$ cat src/rtl/bridge_steer_pkg.sv
// shared types and constants for the enhanced bridge steering stage
`default_nettype none
package bridge_steer_pkg;

   // steering modes, codes as on the mode select pins
   typedef enum logic [1:0] {
      MODE_OFF  = 2'h0,
      MODE_FWD  = 2'h1,
      MODE_HALF = 2'h2,
      MODE_REV  = 2'h3
   } bridge_mode_t;

   // one bit per bridge output
   typedef struct packed {
      logic a;
      logic b;
      logic c;
      logic d;
   } bridge_pins_t;

   // shutdown drive choice for one output pair
   typedef struct packed {
      logic drive_b;  // low while the pair is driven
      logic level;
   } pair_drive_t;

   // polarity select bits, a one selects active-low
   localparam int POL_AC_BIT = 1;
   localparam int POL_BD_BIT = 0;

   // shutdown state field codes
   localparam logic [1:0] SD_STATE_LOW = 2'h0;
   localparam logic [1:0] SD_STATE_HIGH = 2'h1;
   localparam int SD_STATE_TRI_BIT = 1;

   // source select field bit positions
   localparam int SRC_CMP1_BIT = 0;
   localparam int SRC_CMP2_BIT = 1;
   localparam int SRC_INT_BIT = 2;

   // direction preamble length in period timer counts
   localparam int PREAMBLE_COUNTS = 4;

   // documented widths
   localparam int DEADBAND_W = 7;
   localparam int TIMER_W = 8;

   // output enable levels (low enables the driver)
   localparam logic OE_DRIVE = 1'b0;
   localparam logic OE_FLOAT = 1'b1;

   // reset values
   localparam bridge_pins_t PINS_RESET = 4'h0;
   localparam bridge_pins_t OE_RESET = 4'hF;

endpackage
`default_nettype wire

$ cat src/rtl/bridge_steering.sv
// bridge output steering: half/full bridge, dead-band, polarity, shutdown
//
// Overview of operation
// [RULE1] half bridge: pwm on A, complement on B
// [RULE2] half bridge: dead-band delays each output's activation
// [RULE3] dead-band longer than pulse keeps output inactive
// [RULE4] forward: A active, D modulated, B C inactive
// [RULE5] reverse: C active, B modulated, A D inactive
// [RULE6] direction change applies from next pwm cycle
// [RULE7] four counts early: B D off, A C swap
// [RULE8] modulation resumes on new output at next period
// [RULE9] no dead-band in full bridge mode
// [RULE10] firmware may change direction anywhere in period
// [RULE11] firmware lowers duty before reversing near full
// [RULE12] firmware sets used pins' port direction to output
// [RULE13] two polarity bits, one per output pair
// [RULE14] firmware sets polarity before enabling drivers
// [RULE15] firmware waits one full cycle before driving
// [RULE16] period flag raised as second period begins
// [RULE17] source select picks shutdown trigger events
// [RULE18] firmware setting status bit forces shutdown
// [RULE19] status reads 0 running, 1 shut down
// [RULE20] status stays set until cleared or restarted
// [RULE21] shutdown forces outputs without waiting
// [RULE22] each pair driven high, low or floated
// [RULE23] state field: 00 low, 01 high, 1x float
// [RULE24] source codes: comparators, pin, combinations
// [RULE25] shutdown is level based, clears ignored meanwhile
// [RULE26] after restart, output resumes at next period
// [RULE27] all levels pass through pair polarity; the shutdown levels bypass it here
`default_nettype none
module bridge_steering
   import bridge_steer_pkg::*;
#(
   parameter int DB_W = DEADBAND_W,
   parameter int TMR_W = TIMER_W
) (
   input wire logic CLOCK_I,
   input wire logic RST_B_I,
   input wire logic PWM_I,
   input wire logic PERIOD_START_I,
   input wire logic [TMR_W-1:0] TIMER_COUNT_I,
   input wire logic [TMR_W-1:0] PERIOD_VALUE_I,
   input wire logic [1:0] BRIDGE_MODE_I,
   input wire logic [1:0] PAIR_POLARITY_SELECT_I,
   input wire logic [DB_W-1:0] DEADBAND_COUNT_I,
   input wire logic [2:0] SHUTDOWN_SOURCE_SELECT_I,
   input wire logic [1:0] PAIR_AC_SHUTDOWN_STATE_I,
   input wire logic [1:0] PAIR_BD_SHUTDOWN_STATE_I,
   input wire logic AUTO_RESTART_ENABLE_I,
   input wire logic STATUS_SET_I,
   input wire logic STATUS_CLEAR_I,
   input wire logic EXT_INT_PIN_I,
   input wire logic COMPARATOR_ONE_I,
   input wire logic COMPARATOR_TWO_I,
   output var bridge_pins_t BRIDGE_OUT_O,
   output var bridge_pins_t BRIDGE_OE_B_O,
   output logic SHUTDOWN_EVENT_STATUS_O,
   output logic PERIOD_TIMER_FLAG_O,
   output logic FIRST_CYCLE_DONE_O
);

   // elaboration-time guard on widths the logic cannot serve
   if (DB_W < 1 || DB_W > 16) begin : g_bad_db
      $error("deadband width out of range");
   end
   if (TMR_W < 3 || TMR_W > 16) begin : g_bad_tmr
      $error("timer width out of range");
   end

   // decode a two-bit shutdown state field into drive and level
   function automatic pair_drive_t pair_state(input logic [1:0] f);
      pair_drive_t r;
      r.drive_b = f[SD_STATE_TRI_BIT] ? OE_FLOAT : OE_DRIVE; // [RULE23]
      r.level = (f == SD_STATE_HIGH); // [RULE23]
      return r;
   endfunction

   // true one count ahead of the last PREAMBLE_COUNTS counts, so the
   // registered preamble covers exactly those last counts
   function automatic logic near_end(input logic [TMR_W-1:0] cnt,
                                     input logic [TMR_W-1:0] per);
      logic [TMR_W:0] sum;
      sum = {1'b0, cnt} + (TMR_W+1)'(PREAMBLE_COUNTS);
      return sum >= {1'b0, per};
   endfunction

   bridge_mode_t mode;
   assign mode = bridge_mode_t'(BRIDGE_MODE_I);

   // ---------------- pin synchronisers
   logic [2:0] sync_a;
   logic [2:0] sync_b;
   logic [2:0] next_sync_a;
   logic int_low;
   logic cmp1;
   logic cmp2;

   // raw pins pass two flops; only stage b is read by logic
   always_comb begin
      next_sync_a = {EXT_INT_PIN_I, COMPARATOR_ONE_I, COMPARATOR_TWO_I};
   end

   always_ff @(posedge CLOCK_I) begin
      if (!RST_B_I) begin
         sync_a <= 3'h7;
         sync_b <= 3'h7;
      end else begin
         sync_a <= next_sync_a;
         sync_b <= sync_a;
      end
   end

   assign int_low = !sync_b[2];
   assign cmp1 = sync_b[1];
   assign cmp2 = sync_b[0];

   // ---------------- shutdown status
   logic status;
   logic hold_off;
   logic next_status;
   logic next_hold_off;
   logic cond;

   // each selected source contributes; 000 disables all
   always_comb begin
      cond = (SHUTDOWN_SOURCE_SELECT_I[SRC_CMP1_BIT] && cmp1) // [RULE24]
          || (SHUTDOWN_SOURCE_SELECT_I[SRC_CMP2_BIT] && cmp2) // [RULE17]
          || (SHUTDOWN_SOURCE_SELECT_I[SRC_INT_BIT] && int_low);
   end

   // set beats clear; a clear is ignored while the condition lasts
   always_comb begin
      next_status = status;
      if (cond || STATUS_SET_I) begin
         next_status = 1'b1; // [RULE18] [RULE20]
      end else if (STATUS_CLEAR_I || AUTO_RESTART_ENABLE_I) begin
         next_status = 1'b0; // [RULE25]
      end
      // outputs stay parked after clearing until the next period edge
      next_hold_off = hold_off;
      if (next_status) begin
         next_hold_off = 1'b1;
      end else if (PERIOD_START_I) begin
         next_hold_off = 1'b0; // [RULE26]
      end
   end

   always_ff @(posedge CLOCK_I) begin
      if (!RST_B_I) begin
         status <= 1'b0;
         hold_off <= 1'b0;
      end else begin
         status <= next_status;
         hold_off <= next_hold_off;
      end
   end

   assign SHUTDOWN_EVENT_STATUS_O = status; // [RULE19]

   // ---------------- dead-band counters (half bridge only)
   logic [DB_W-1:0] cnt_a;
   logic [DB_W-1:0] cnt_b;
   logic [DB_W-1:0] next_cnt_a;
   logic [DB_W-1:0] next_cnt_b;

   // count cycles since each output's turn began, saturating
   always_comb begin
      next_cnt_a = '0;
      next_cnt_b = '0;
      if (PWM_I && cnt_a != '1) begin
         next_cnt_a = cnt_a + DB_W'(1);
      end else if (PWM_I) begin
         next_cnt_a = cnt_a;
      end
      if (!PWM_I && cnt_b != '1) begin
         next_cnt_b = cnt_b + DB_W'(1);
      end else if (!PWM_I) begin
         next_cnt_b = cnt_b;
      end
   end

   always_ff @(posedge CLOCK_I) begin
      if (!RST_B_I) begin
         cnt_a <= '0;
         cnt_b <= '0;
      end else begin
         cnt_a <= next_cnt_a;
         cnt_b <= next_cnt_b;
      end
   end

   // ---------------- direction change sequencing
   logic dir_cur;      // direction used for modulation, 1 = reverse
   logic dir_new;
   logic preamble;
   logic next_dir_cur;
   logic next_dir_new;
   logic next_preamble;
   logic full;
   logic req_dir;

   assign full = (mode == MODE_FWD) || (mode == MODE_REV);
   assign req_dir = (mode == MODE_REV);

   // the request may land anytime; it only acts near the period end
   always_comb begin
      next_dir_cur = dir_cur;
      next_dir_new = dir_new;
      next_preamble = preamble;
      if (!full) begin
         next_dir_cur = req_dir;
         next_preamble = 1'b0;
      end else if (PERIOD_START_I) begin
         next_dir_cur = preamble ? dir_new : dir_cur; // [RULE6] [RULE8]
         next_preamble = 1'b0;
      end else if (!preamble && req_dir != dir_cur
                   && near_end(TIMER_COUNT_I, PERIOD_VALUE_I)) begin
         next_preamble = 1'b1; // [RULE7] [RULE10]
         next_dir_new = req_dir;
      end
   end

   always_ff @(posedge CLOCK_I) begin
      if (!RST_B_I) begin
         dir_cur <= 1'b0;
         dir_new <= 1'b0;
         preamble <= 1'b0;
      end else begin
         dir_cur <= next_dir_cur;
         dir_new <= next_dir_new;
         preamble <= next_preamble;
      end
   end

   // ---------------- steering into active/inactive terms
   bridge_pins_t act;
   bridge_pins_t used;
   logic unmod_dir;
   logic quiet;
   logic live_dir;

   assign unmod_dir = preamble ? dir_new : dir_cur;
   // the period start cycle already belongs to the new direction, so
   // the first pulse of the new period is not cut short
   assign live_dir = (preamble && PERIOD_START_I) ? dir_new : dir_cur;
   assign quiet = preamble && !PERIOD_START_I;

   always_comb begin
      act = PINS_RESET;
      used = PINS_RESET;
      unique case (mode)
         MODE_OFF: begin
            act = PINS_RESET;
         end
         MODE_HALF: begin
            used = 4'hC;
            // an output waits its dead-band; short pulses never show
            act.a = PWM_I && cnt_a >= DEADBAND_COUNT_I; // [RULE1] [RULE2]
            act.b = !PWM_I && cnt_b >= DEADBAND_COUNT_I; // [RULE3]
         end
         MODE_FWD, MODE_REV: begin
            used = 4'hF;
            // no dead-band here; drivers must tolerate the swap
            act.a = !unmod_dir; // [RULE4] [RULE9]
            act.c = unmod_dir; // [RULE5]
            act.d = !quiet && !live_dir && PWM_I; // [RULE7] [RULE8]
            act.b = !quiet && live_dir && PWM_I; // [RULE7] [RULE8]
         end
      endcase
   end

   // ---------------- registered pin levels with polarity
   bridge_pins_t pins;
   bridge_pins_t oe;
   bridge_pins_t next_pins;
   bridge_pins_t next_oe;
   bridge_pins_t inv;

   always_comb begin
      inv.a = PAIR_POLARITY_SELECT_I[POL_AC_BIT]; // [RULE13]
      inv.c = PAIR_POLARITY_SELECT_I[POL_AC_BIT];
      inv.b = PAIR_POLARITY_SELECT_I[POL_BD_BIT];
      inv.d = PAIR_POLARITY_SELECT_I[POL_BD_BIT];
      next_pins = act ^ inv; // [RULE27]
      next_oe = ~used;
   end

   always_ff @(posedge CLOCK_I) begin
      if (!RST_B_I) begin
         pins <= PINS_RESET;
         oe <= OE_RESET;
      end else begin
         pins <= next_pins;
         oe <= next_oe;
      end
   end

   // shutdown overrides the registered levels combinationally so the
   // pins park the moment the condition is seen, not a cycle later
   pair_drive_t sd_ac;
   pair_drive_t sd_bd;
   logic park;

   assign sd_ac = pair_state(PAIR_AC_SHUTDOWN_STATE_I);
   assign sd_bd = pair_state(PAIR_BD_SHUTDOWN_STATE_I);
   assign park = cond || STATUS_SET_I || status || hold_off;

   always_comb begin
      BRIDGE_OUT_O = pins;
      BRIDGE_OE_B_O = oe;
      if (park) begin
         // only enabled pins are forced; unused ones stay floating
         BRIDGE_OUT_O.a = sd_ac.level; // [RULE21] [RULE22]
         BRIDGE_OUT_O.c = sd_ac.level;
         BRIDGE_OUT_O.b = sd_bd.level;
         BRIDGE_OUT_O.d = sd_bd.level;
         BRIDGE_OE_B_O.a = oe.a | sd_ac.drive_b;
         BRIDGE_OE_B_O.c = oe.c | sd_ac.drive_b;
         BRIDGE_OE_B_O.b = oe.b | sd_bd.drive_b;
         BRIDGE_OE_B_O.d = oe.d | sd_bd.drive_b;
      end
   end

   // ---------------- period flag and first-cycle indication
   logic flag;
   logic seen_start;
   logic done;
   logic next_flag;
   logic next_seen_start;
   logic next_done;

   // done rises as the second period after enabling begins
   always_comb begin
      next_flag = PERIOD_START_I && mode != MODE_OFF; // [RULE16]
      next_seen_start = seen_start;
      next_done = done;
      if (mode == MODE_OFF) begin
         next_seen_start = 1'b0;
         next_done = 1'b0;
      end else if (PERIOD_START_I) begin
         next_seen_start = 1'b1;
         next_done = seen_start; // [RULE16]
      end
   end

   always_ff @(posedge CLOCK_I) begin
      if (!RST_B_I) begin
         flag <= 1'b0;
         seen_start <= 1'b0;
         done <= 1'b0;
      end else begin
         flag <= next_flag;
         seen_start <= next_seen_start;
         done <= next_done;
      end
   end

   assign PERIOD_TIMER_FLAG_O = flag;
   assign FIRST_CYCLE_DONE_O = done;

   // ---------------- checks
   a_half_complement: assert property (@(posedge CLOCK_I) // [RULE1]
      disable iff (!RST_B_I) mode == MODE_HALF |-> !(act.a && act.b))
      else $error("half bridge outputs active together");

   a_deadband_wait: assert property (@(posedge CLOCK_I) // [RULE2]
      disable iff (!RST_B_I)
      mode == MODE_HALF && act.a |-> PWM_I && cnt_a >= DEADBAND_COUNT_I)
      else $error("output A active before dead-band");

   a_forward_drive: assert property (@(posedge CLOCK_I) // [RULE4]
      disable iff (!RST_B_I)
      full && !dir_cur && !preamble |-> act.a && !act.b && !act.c)
      else $error("forward steering wrong");

   a_reverse_drive: assert property (@(posedge CLOCK_I) // [RULE5]
      disable iff (!RST_B_I)
      full && dir_cur && !preamble |-> act.c && !act.a && !act.d)
      else $error("reverse steering wrong");

   a_preamble_quiet: assert property (@(posedge CLOCK_I) // [RULE7]
      disable iff (!RST_B_I)
      preamble && full && !PERIOD_START_I
      |-> !act.b && !act.d && act.c == dir_new)
      else $error("modulated outputs live in preamble");

   a_resume_start: assert property (@(posedge CLOCK_I) // [RULE8]
      disable iff (!RST_B_I)
      preamble && full && PERIOD_START_I
      |-> act.b == (dir_new && PWM_I) && act.d == (!dir_new && PWM_I))
      else $error("modulation not resumed at period start");

   a_dir_deferred: assert property (@(posedge CLOCK_I) // [RULE6]
      disable iff (!RST_B_I)
      full && $past(full) && !$past(PERIOD_START_I) |-> $stable(dir_cur))
      else $error("direction changed mid period");

   a_status_sets: assert property (@(posedge CLOCK_I) // [RULE20]
      disable iff (!RST_B_I) cond || STATUS_SET_I |=> status)
      else $error("status not set by condition");

   a_status_holds: assert property (@(posedge CLOCK_I) // [RULE20]
      disable iff (!RST_B_I)
      status && !STATUS_CLEAR_I && !AUTO_RESTART_ENABLE_I |=> status)
      else $error("status dropped without a clear");

   a_clear_ignored: assert property (@(posedge CLOCK_I) // [RULE25]
      disable iff (!RST_B_I) cond && STATUS_CLEAR_I |=> status)
      else $error("clear accepted during condition");

   a_shutdown_low: assert property (@(posedge CLOCK_I) // [RULE22]
      disable iff (!RST_B_I)
      status && PAIR_AC_SHUTDOWN_STATE_I == SD_STATE_LOW
      |-> !BRIDGE_OUT_O.a && !BRIDGE_OUT_O.c)
      else $error("pair AC not parked low");

endmodule
`default_nettype wire

$ cat config.mk
export PLATFORM = sky130hd
export DESIGN_NAME = bridge_steering
export DESIGN_NICKNAME = d
export VERILOG_FILES = /design/src/rtl/bridge_steer_pkg.sv /design/src/rtl/bridge_steering.sv
export SDC_FILE = /design/constraint.sdc
export NUM_CORES = 1
export LEC_CHECK = 0
export ABC_CLOCK_PERIOD_IN_PS = 1900
export BUFFER_PORTS_ARGS = -buffer_cell sky130_fd_sc_hd__clkbuf_2
export CAP_MARGIN = 10
export CORE_MARGIN = 2
export CORE_UTILIZATION = 40
export CTS_CLUSTER_SIZE = 30
export DETAILED_ROUTE_END_ITERATION = 6
export GPL_TIMING_DRIVEN = 1
export HOLD_SLACK_MARGIN = 0.02
export MAX_ROUTING_LAYER = met4
export PLACE_DENSITY = 0.7
export SLEW_MARGIN = 20
export SYNTH_ARGS = -nofsm -noshare
export SYNTH_HDL_FRONTEND = slang
export SYNTH_SLANG_ARGS = --single-unit
$ cat constraint.sdc
create_clock -name CLOCK_I -period 1.9 [get_ports CLOCK_I]
set_input_delay 0.475 -clock CLOCK_I [delete_from_list [all_inputs] [get_ports CLOCK_I]]
set_output_delay 0.475 -clock CLOCK_I [all_outputs]
set_load 0.005 [all_outputs]
==> impl_metrics.ini, run 1 <==
[logic_synthesis]
synthAdderAreaFrac = 0.1562
yosys-top-cells-count = dfxtp_1, nor2_1, ha_1
syn_nets = 306
synth.distinct_cells = 35
ys_seq_area_frac = 0.3398
synth_compound_area_frac = 0.1530
synthArstFlopShare = 0
syn_avg_cell_area_sq_um = 8.452
synth_flop_cell = dfxtp_1
synthTopCellsByArea = dfxtp_1, ha_1, nor2_1
synth_most_common_cell = dfxtp_1
synthSimpleGateAreaFrac = 0.2217
yosysWarnings = 0
synth-xor-area-share = 0.05684
synth_edf_count = 0
netlist_area_sq_mm = 0.002003
synthMuxAreaShare = 0.01999
synth.largest_area_cell = dfxtp_1
yosysTopAreaCellShare = 0.3398
synth_top_family_by_area = simple AND/OR/NAND/NOR gates
synthCells = 237
ys_ff_latch = 34

[route]
drc = 0
detail-route-antenna-nets = 0
drt_iter0_drc = 49
via_count = 1770
vias_per_cell = 4.771
wirelength_um = 3988
wl_per_cell_um = 10.75
firstDrtPassIters = 4

[layout]
antenna_cells = 0
nNetsFinal = 372
finalInstanceArea_sq_mm = 0.002574
drive_above_1_share = 0.2829
syn2layout_area_growth_pct = 28.48
fill_cells = 475
multi_input_area_sq_mm = 0.001292
final_cells = 371
regArea_sq_um = 680.7

[floorplan]
dieArea_sq_mm = 0.005590
die_x_um = 74.77
start_util = 0.4186
std_cell_rows = 25
io_pins = 55
core_area_sq_mm = 0.004786
die_h_um = 74.77

[cts]
post_cts_buffers = 0
clk_pin_slew_ps = 70
cts_sinks = 34
clock_latency_ps = 290
h-tree-depth = 2
cts_tree = built
clock_path_buffers = 2
cts_made_buffers = 5
cts-root-buf = clkbuf_8
hold_buffers = 0

[sta]
slew_headroom = 0.7399
finalCritPeriodShare = 1.074
finalHoldViolCount = 0
finClkSkew_ps = 3.952
rsz0062_at_grt = true
setup_viol = 8
setup_ws_ps = -140.0
slew_viol_final = 0
period_minus_slack_ps = 2040
max_freq_mhz = 490.2
worstMarginPinSlew_ps = 386.0

[worst_setup_path]
start_kind = flop
end_kind = primary output
crit_required_ps = 1420
path_max_fanout = 5
worstSetupPathType = reg -> out
r2r_start = cnt_a[0]
crit_arrival_ps = 1560
crit_path_start = sync_b[1]

[min_path]
worstHoldStart = EXT_INT_PIN_I
min_path_type = in -> reg

[global_route]
grt_overflow = 0
grt_max_degree = 16
track_usage = 0.1624
grt_pass1_vias = 1646
grt_antenna_before_repair = 0
grt_pass1_wl_um = 6796

[placed_design]
dpl.hpwl_um = 3153
pre_cts_slack_ps = -318.2
gp_congestion = 0.8452
dp.cells = 362
placed_area_sq_mm = 0.002426
place.port_buffers = 54

[outcome]
status = finished, violations left
violations = setup timing

[power_and_ir_drop]
finalPower_mw = 1.571
power_density_mw_per_mm2 = 610.3
leakagePower_nw = 1.247
ir_worst_vdd_uv = 317.5

[run]
maxCapViolations = 0
kinds of logic after synthesis:
| family | count (synthesis) |
|---|---|
| XOR/XNOR | 13 |
| flip-flops | 34 |
| multiplexers | 4 |
| AND/OR/NAND/NOR | 88 |
| buffers and inverters | 27 |
| adder cells (fa/ha/maj) | 25 |
| AO/OA/AOI/OAI | 46 |
flip-flops by register name (all words and copies together) (netlist names), 2 cells and up:
| signal | count |
|---|---|
| cnt_a | 7 |
| pins | 4 |
| sync_b | 3 |
| cnt_b | 7 |
| oe | 2 |
| sync_a | 3 |
worst max-delay path, stage by stage (launching register included):
cell and delay (ps):
dfxtp_1 310, a21oi_2 130, nand3_2 100, or3_4 430, nand3b_1 120, o21ai_1 70, clkbuf_2 110
per-layer routing:
metal / vias up / global-route usage / routed length (um) / part of all wire
li1: 955 / - / - / -
met1: 771 / 0.1834 / 1926 / 0.48
met2: 37 / 0.2822 / 1825 / 0.46
met3: 7 / 0.03481 / 175 / 0.044
met4: 0 / 0.05952 / 61 / 0.015
met5: - / - / 0 / 0
area by class of cell:
class	count	share of cell area
timing repair buffer	62	0.1303
clock inverter	2	0.004861
inverter	23	0.03354
sequential	34	0.2645
clock buffer	6	0.03209
multi-input combinational	177	0.5022
tap	67	0.03257
metrics by stage:
step           TNS, ps  utilization  hold WS (ps)
2_1_floorplan   -96.83            -         386.3
3_3_place_gp     -1598       0.5069         387.3
3_5_place_dp     -1588       0.5069         396.1
4_1_cts         -680.1       0.5278         357.1
5_1_grt          -1396       0.5378         364.3
6_report        -726.7       0.5378         365.2
worst paths after layout:
path	end	slack [ps]	cells after the start
worst max-delay path	BRIDGE_OUT_O[1]	-140	6
worst min-delay path	sync_a[2]	370	2
worst max register to register	pins[3]	150	7
worst min register to register	sync_b[0]	410	1
timing repair:
action,CTS,global route
endpoints found under the setup margin,9,10
pin swaps,1,11
resized for setup,1,17
cloned,0,1
where the power goes:
| group | internal, mW | switching (mW) | total (mW) | leakage, nW |
|---|---|---|---|---|
| clock | 0.291 | 0.263 | 0.554 | 0.0472 |
| combinational | 0.135 | 0.128 | 0.263 | 0.920 |
| sequential | 0.739 | 0.0144 | 0.754 | 0.279 |
| total | 1.17 | 0.406 | 1.57 | 1.25 |
cell usage in the layout, fill, tap and decap left out, types with 4 or more instances in the layout:
cell,n
a21o_1,7
a21oi_1,7
a31oi_1,5
buf_4,10
clkbuf_2,51
clkbuf_8,6
dfxtp_1,34
ha_1,24
inv_1,23
mux2i_1,4
nand2_1,14
nand2b_1,12
nand3_1,10
nor2_1,26
nor3_1,4
o21ai_0,7
o21ai_1,5
xnor2_1,4
xor2_1,8
Power figures use the tool's default switching activity.
==> run 2, diff against run 1 <==
CAP_MARGIN = default   (was 10)
SETUP_SLACK_MARGIN = 0.05   (was default)
==> run 2 against run 1 <==
Via count increased by 0.23%; non-clock buffer count unchanged; final cell count unchanged; the flow still finishes with violations (setup timing); total power decreased by 0.23%; combinational power decreased by 2%; fmax about the same; clock skew decreased by 0.68 ps.
==> impl_metrics.ini, run 2 (synthesis gave the netlist of run 1 again) <==
[worst_setup_path]
start_kind = flop
path_cells = a21oi_2 > nand3_2 > or3_4 > nand3b_1 > o21ai_1 > clkbuf_2
path_delay_family = simple AND/OR/NAND/NOR gates
worstSetupPathType = reg -> out
crit_buf_inv = 1
cpMaxStageDelayCell = or3_4
end_kind = primary output
critical_path.max_stage_delay_ps = 430
crit_required_ps = 1420
crit_arrival_ps = 1570
path_max_fanout = 5

[power_and_ir_drop]
leakagePower_nw = 1.245
finalPower_mw = 1.567
power_density_mw_per_mm2 = 609.7
ir_worst_vdd_uv = 317.6

[sta]
period_minus_slack_ps = 2040
finClkSkew_ps = 3.268
setup_ws_ps = -140.0
setup_tns_ps = -730.5
finalCritPeriodShare = 1.074
max_freq_mhz = 490.2
slew_headroom = 0.7426
worstMarginPinSlew_ps = 382.0
slew_viol_final = 0
rsz0062_at_grt = true
setup_viol = 8
finalHoldViolCount = 0

[global_route]
grt_pass1_vias = 1646
grt_antenna_before_repair = 0
grt_pass1_wl_um = 6803
grt_max_degree = 16
grt_overflow = 0
track_usage = 0.1627

[layout]
layout_common_cells = clkbuf_2, dfxtp_1, nor2_1
nNetsFinal = 372
layout_commonest_cell = clkbuf_2
regArea_sq_um = 681.9
syn2layout_area_growth_pct = 28.29
drive_above_1_share = 0.2796
antenna_cells = 0
multi_input_area_sq_mm = 0.001275
fill_cells = 471
largest_registers = cnt_a: 7 flops, cnt_b: 7 flops, pins: 4 flops

[route]
detail-route-antenna-nets = 0
wl_per_cell_um = 10.69
drc = 0
via_count = 1774
vias_per_cell = 4.782
wirelength_um = 3965
drt_iter0_drc = 62
firstDrtPassIters = 4

[outcome]
violations = setup timing
status = finished, violations left

[floorplan]
io_pins = 55
std_cell_rows = 25
start_util = 0.4186
dieArea_sq_mm = 0.005590
core_area_sq_mm = 0.004786
die_x_um = 74.77
die_h_um = 74.77

[cts]
cts_tree = built
h-tree-depth = 2
post_cts_buffers = 0
clock_path_buffers = 2
clk_pin_slew_ps = 70
clock_latency_ps = 290
cts_made_buffers = 5
cts-root-buf = clkbuf_8
hold_buffers = 0
cts_sinks = 34

[placed_design]
gp_congestion = 0.8452
dpl.hpwl_um = 3153
place.port_buffers = 54

[run]
maxCapViolations = 0

[min_path]
min_path_type = in -> reg
==> run 2: changes by cell type in the layout (fill, tap and decap cells not counted), sizes merged <==
cell	change
buf	-3
clkbuf	+3
==> run 2: stage by stage <==
step                      instances  area [sq um]  utilization  worst slack [ps]  hold slack (ps)
after floorplan                 237          2031            -            -96.83            386.3
after detailed placement        362          2426       0.5069            -318.2            396.1
after global routing            371          2570       0.5370            -228.2            364.3
after global placement          362          2426       0.5069            -291.1            387.3
after CTS                       370          2544       0.5315            -92.56            357.1
final                           371          2570       0.5370            -140.0            365.2
==> run 2: final timing paths <==
| check | slack (ps) | start | cells past startpoint | endpoint |
|---|---|---|---|---|
| worst max-delay path | -140 | sync_b[1] | 6 | BRIDGE_OUT_O[1] |
| worst min register to register | 410 | sync_a[0] | 1 | sync_b[0] |
| worst min-delay path | 370 | EXT_INT_PIN_I | 2 | sync_a[2] |
| worst max register to register | 200 | cnt_a[0] | 7 | pins[3] |
==> run 2: routing by layer <==
metal,up-vias,share of wire,GRT usage
li1,955,-,-
met1,775,0.48,0.1834
met2,37,0.46,0.2832
met3,7,0.044,0.03481
met4,0,0.015,0.05952
met5,-,0,-
==> run 2: repair_timing <==
item / CTS / global route
pin swaps: 3 / 7
gates resized for setup: 3 / 9
endpoints found under the setup margin: 9 / 10
cloned: 0 / 1
==> run 2: report_power, final <==
group          leakage (nW)  switching, mW  internal (mW)
logic                 0.918          0.124          0.134
clock network        0.0472          0.264          0.291
registers             0.280         0.0144          0.739
==> run 2: final cells by class <==
type	instances	share of cell area
clock buffer	6	0.03213
clock inverter	2	0.004869
inverter	23	0.03359
multi-input combinational	177	0.4961
sequential	34	0.2653
tap	67	0.03262
timing repair buffer	62	0.1353
==> run 3, diff against run 2 <==
ABC_AREA = 1   (was default)
PLACE_DENSITY = 0.69   (was 0.7)
REMOVE_ABC_BUFFERS = 1   (was default)
==> run 3 against run 2 <==
Sequential share of layout area fell by 2.3 points; clock-buffer cell count fell by 1; non-clock buffer count rose by 2; register-to-register slack improved by 170 ps; the flow now finishes without violations; total power rose by 18%; sequential power barely moved; cell area rose by 9.5%; combinational power rose by 16%; clock skew rose by 1.6 ps.
==> impl_metrics.ini, run 3 <==
[layout]
final_cells = 447
syn2layout_area_growth_pct = 29.40
largest_registers = cnt_a: 7 flops, cnt_b: 7 flops, pins: 4 flops
multi_input_area_sq_mm = 0.001323
antenna_cells = 0
finalInstanceArea_sq_mm = 0.002814
layout_common_cells = inv_1, nand2_1, clkbuf_2
regArea_sq_um = 680.7
layout_commonest_cell = inv_1
fill_cells = 503
nNetsFinal = 445
fin_util = 0.5440
drive_above_1_share = 0.2653

[placed_design]
gp_congestion = 0.9074
placed_area_sq_mm = 0.002569
pre_cts_slack_ps = -286.8
dpl.hpwl_um = 3545
dp.cells = 436
place.port_buffers = 54

[sta]
hold-worst-slack_ps = 363.9
period_minus_slack_ps = 1845
setup_viol = 0
finalCritPeriodShare = 0.9710
max_freq_mhz = 542.0
rsz0062_at_grt = true
finClkSkew_ps = 4.823
finalHoldViolCount = 0
setup_ws_ps = 55.08
slew_viol_final = 0
worstMarginPinSlew_ps = 416.5
slew_headroom = 0.7202

[global_route]
grt_pass1_wl_um = 7693
grt_max_degree = 15
grt_antenna_before_repair = 0
track_usage = 0.1615
grt_overflow = 0
grt_pass1_vias = 1843

[floorplan]
start_util = 0.4204
core_area_sq_mm = 0.005172
std_cell_rows = 26
dieArea_sq_mm = 0.006042
die_h_um = 77.73
die_x_um = 77.73
io_pins = 55

[logic_synthesis]
yosys-top-cells-count = inv_1, nand2_1, dfxtp_1
synthCells = 308
synth_edf_count = 0
synth_flop_cell = dfxtp_1
synth.distinct_cells = 30
ys_seq_area_frac = 0.3130
synthArstFlopShare = 0
synth.largest_area_cell = dfxtp_1
yosysWarnings = 0
synthTopCellsByArea = dfxtp_1, ha_1, inv_1
synth_most_common_cell = inv_1
yosysTopAreaCellShare = 0.3130
syn_avg_cell_area_sq_um = 7.060
netlist_area_sq_mm = 0.002175
ys_ff_latch = 34

[min_path]
min_path_type = in -> reg
worstHoldStart = COMPARATOR_TWO_I
worst_hold_path.num_cells = 2
min_to = sync_a[0]

[run]
maxCapViolations = 0

[cts]
clock_latency_ps = 290
clk_pin_slew_ps = 70
h-tree-depth = 2
cts_sinks = 34
cts-root-buf = clkbuf_8
cts_tree = built
clock_path_buffers = 2
cts_made_buffers = 5

[worst_setup_path]
r2r_start = cnt_b[1]
end_kind = primary output
path_max_fanout = 8
worstSetupPathType = reg -> out
crit_arrival_ps = 1370
r2r_setup_slack_ps = 370
crit_required_ps = 1420
rr_endpoint = cnt_b[5]
start_kind = flop
r2r_cells = 7

[route]
wirelength_um = 4676
drc = 0
wl_per_cell_um = 10.46
drt_iter0_drc = 84
via_count = 2136
detail-route-antenna-nets = 0
firstDrtPassIters = 4
vias_per_cell = 4.779

[power_and_ir_drop]
pwr-share-seq = 0.406
p_sw_frac = 0.2409
p_comb_frac = 0.162
leakagePower_nw = 1.417
power.net_switching_mw = 0.4458
p_clk_frac = 0.432
intPower_mw = 1.405
ir_worst_vdd_uv = 364.5
power_density_mw_per_mm2 = 657.6

[outcome]
status = finished clean
==> run 3: cell type report <==
cell class	count	share of cell area
flip-flops and latches	34	0.2419
repair buffers	64	0.1321
multi-input cells	214	0.4700
clock inverters	3	0.02446
well taps	70	0.03112
clock buffers	5	0.02446
inverters	57	0.07603
==> run 3: worst max-delay path, cell delays in order (launching register included) <==
cell	delay [ps]
dfxtp_1	310
a21oi_2	100
o211ai_1	140
nor3_4	170
buf_6	140
nand2_1	50
nand2_1	60
clkbuf_2	100
==> run 3: power by group through the flow <==
stage	sequential [mW]	combinational, mW	clock [mW]
after floorplan	0.765	0.159	0
after global placement	0.767	0.266	0
after detailed placement	0.768	0.270	0
after CTS	0.751	0.275	0.820
after global routing	0.754	0.342	0.851
final	0.751	0.299	0.800
==> run 3: stage by stage <==
step	power, mW	TNS, ps
after CTS	1.846	0
after detailed placement	1.038	-491.3
final	1.851	0
after global routing	1.947	-548.2
after floorplan	0.9243	-52.89
after global placement	1.033	-383.0
==> run 3: worst max path at each step <==
stage / start / cells after the start / slack (ps) / to
after global routing: sync_b[1] / 7 / -90 / BRIDGE_OUT_O[1]
after CTS: sync_b[1] / 7 / 10 / BRIDGE_OUT_O[0]
after global placement: TIMER_COUNT_I[2] / 14 / -230 / dir_new
after floorplan: TIMER_COUNT_I[2] / 13 / -50 / dir_new
after detailed placement: TIMER_COUNT_I[2] / 14 / -290 / dir_new
final: sync_b[1] / 7 / 60 / BRIDGE_OUT_O[0]
==> run 3: logic make-up after synthesis <==
| logic type | count (synthesis) | share of synthesized area |
|---|---|---|
| AND/OR/NAND/NOR | 134 | 0.2883 |
| buffers and inverters | 60 | 0.1059 |
| AO/OA/AOI/OAI | 50 | 0.1289 |
| flip-flops | 34 | 0.3130 |
| adder cells (fa/ha/maj) | 25 | 0.1438 |
| XOR/XNOR | 5 | 0.02014 |
==> run 3: per-layer routing <==
layer / wire length (um) / GRT usage / vias up / part of all wire
li1: - / - / 1140 / -
met1: 2259 / 0.2089 / 922 / 0.48
met2: 2040 / 0.2440 / 66 / 0.44
met3: 299 / 0.04302 / 8 / 0.064
met4: 76 / 0.05536 / 0 / 0.016
met5: 0 / - / - / 0
==> run 3: repair_timing <==
| action | 4_1_cts | 5_1_grt |
|---|---|---|
| buffers inserted | 1 | 2 |
| pin swaps | 1 | 10 |
| resized for setup | 3 | 18 |
| endpoints found under the setup margin | 9 | 10 |
| hold buffers | 0 | 0 |
| hold endpoints to repair | 0 | 0 |
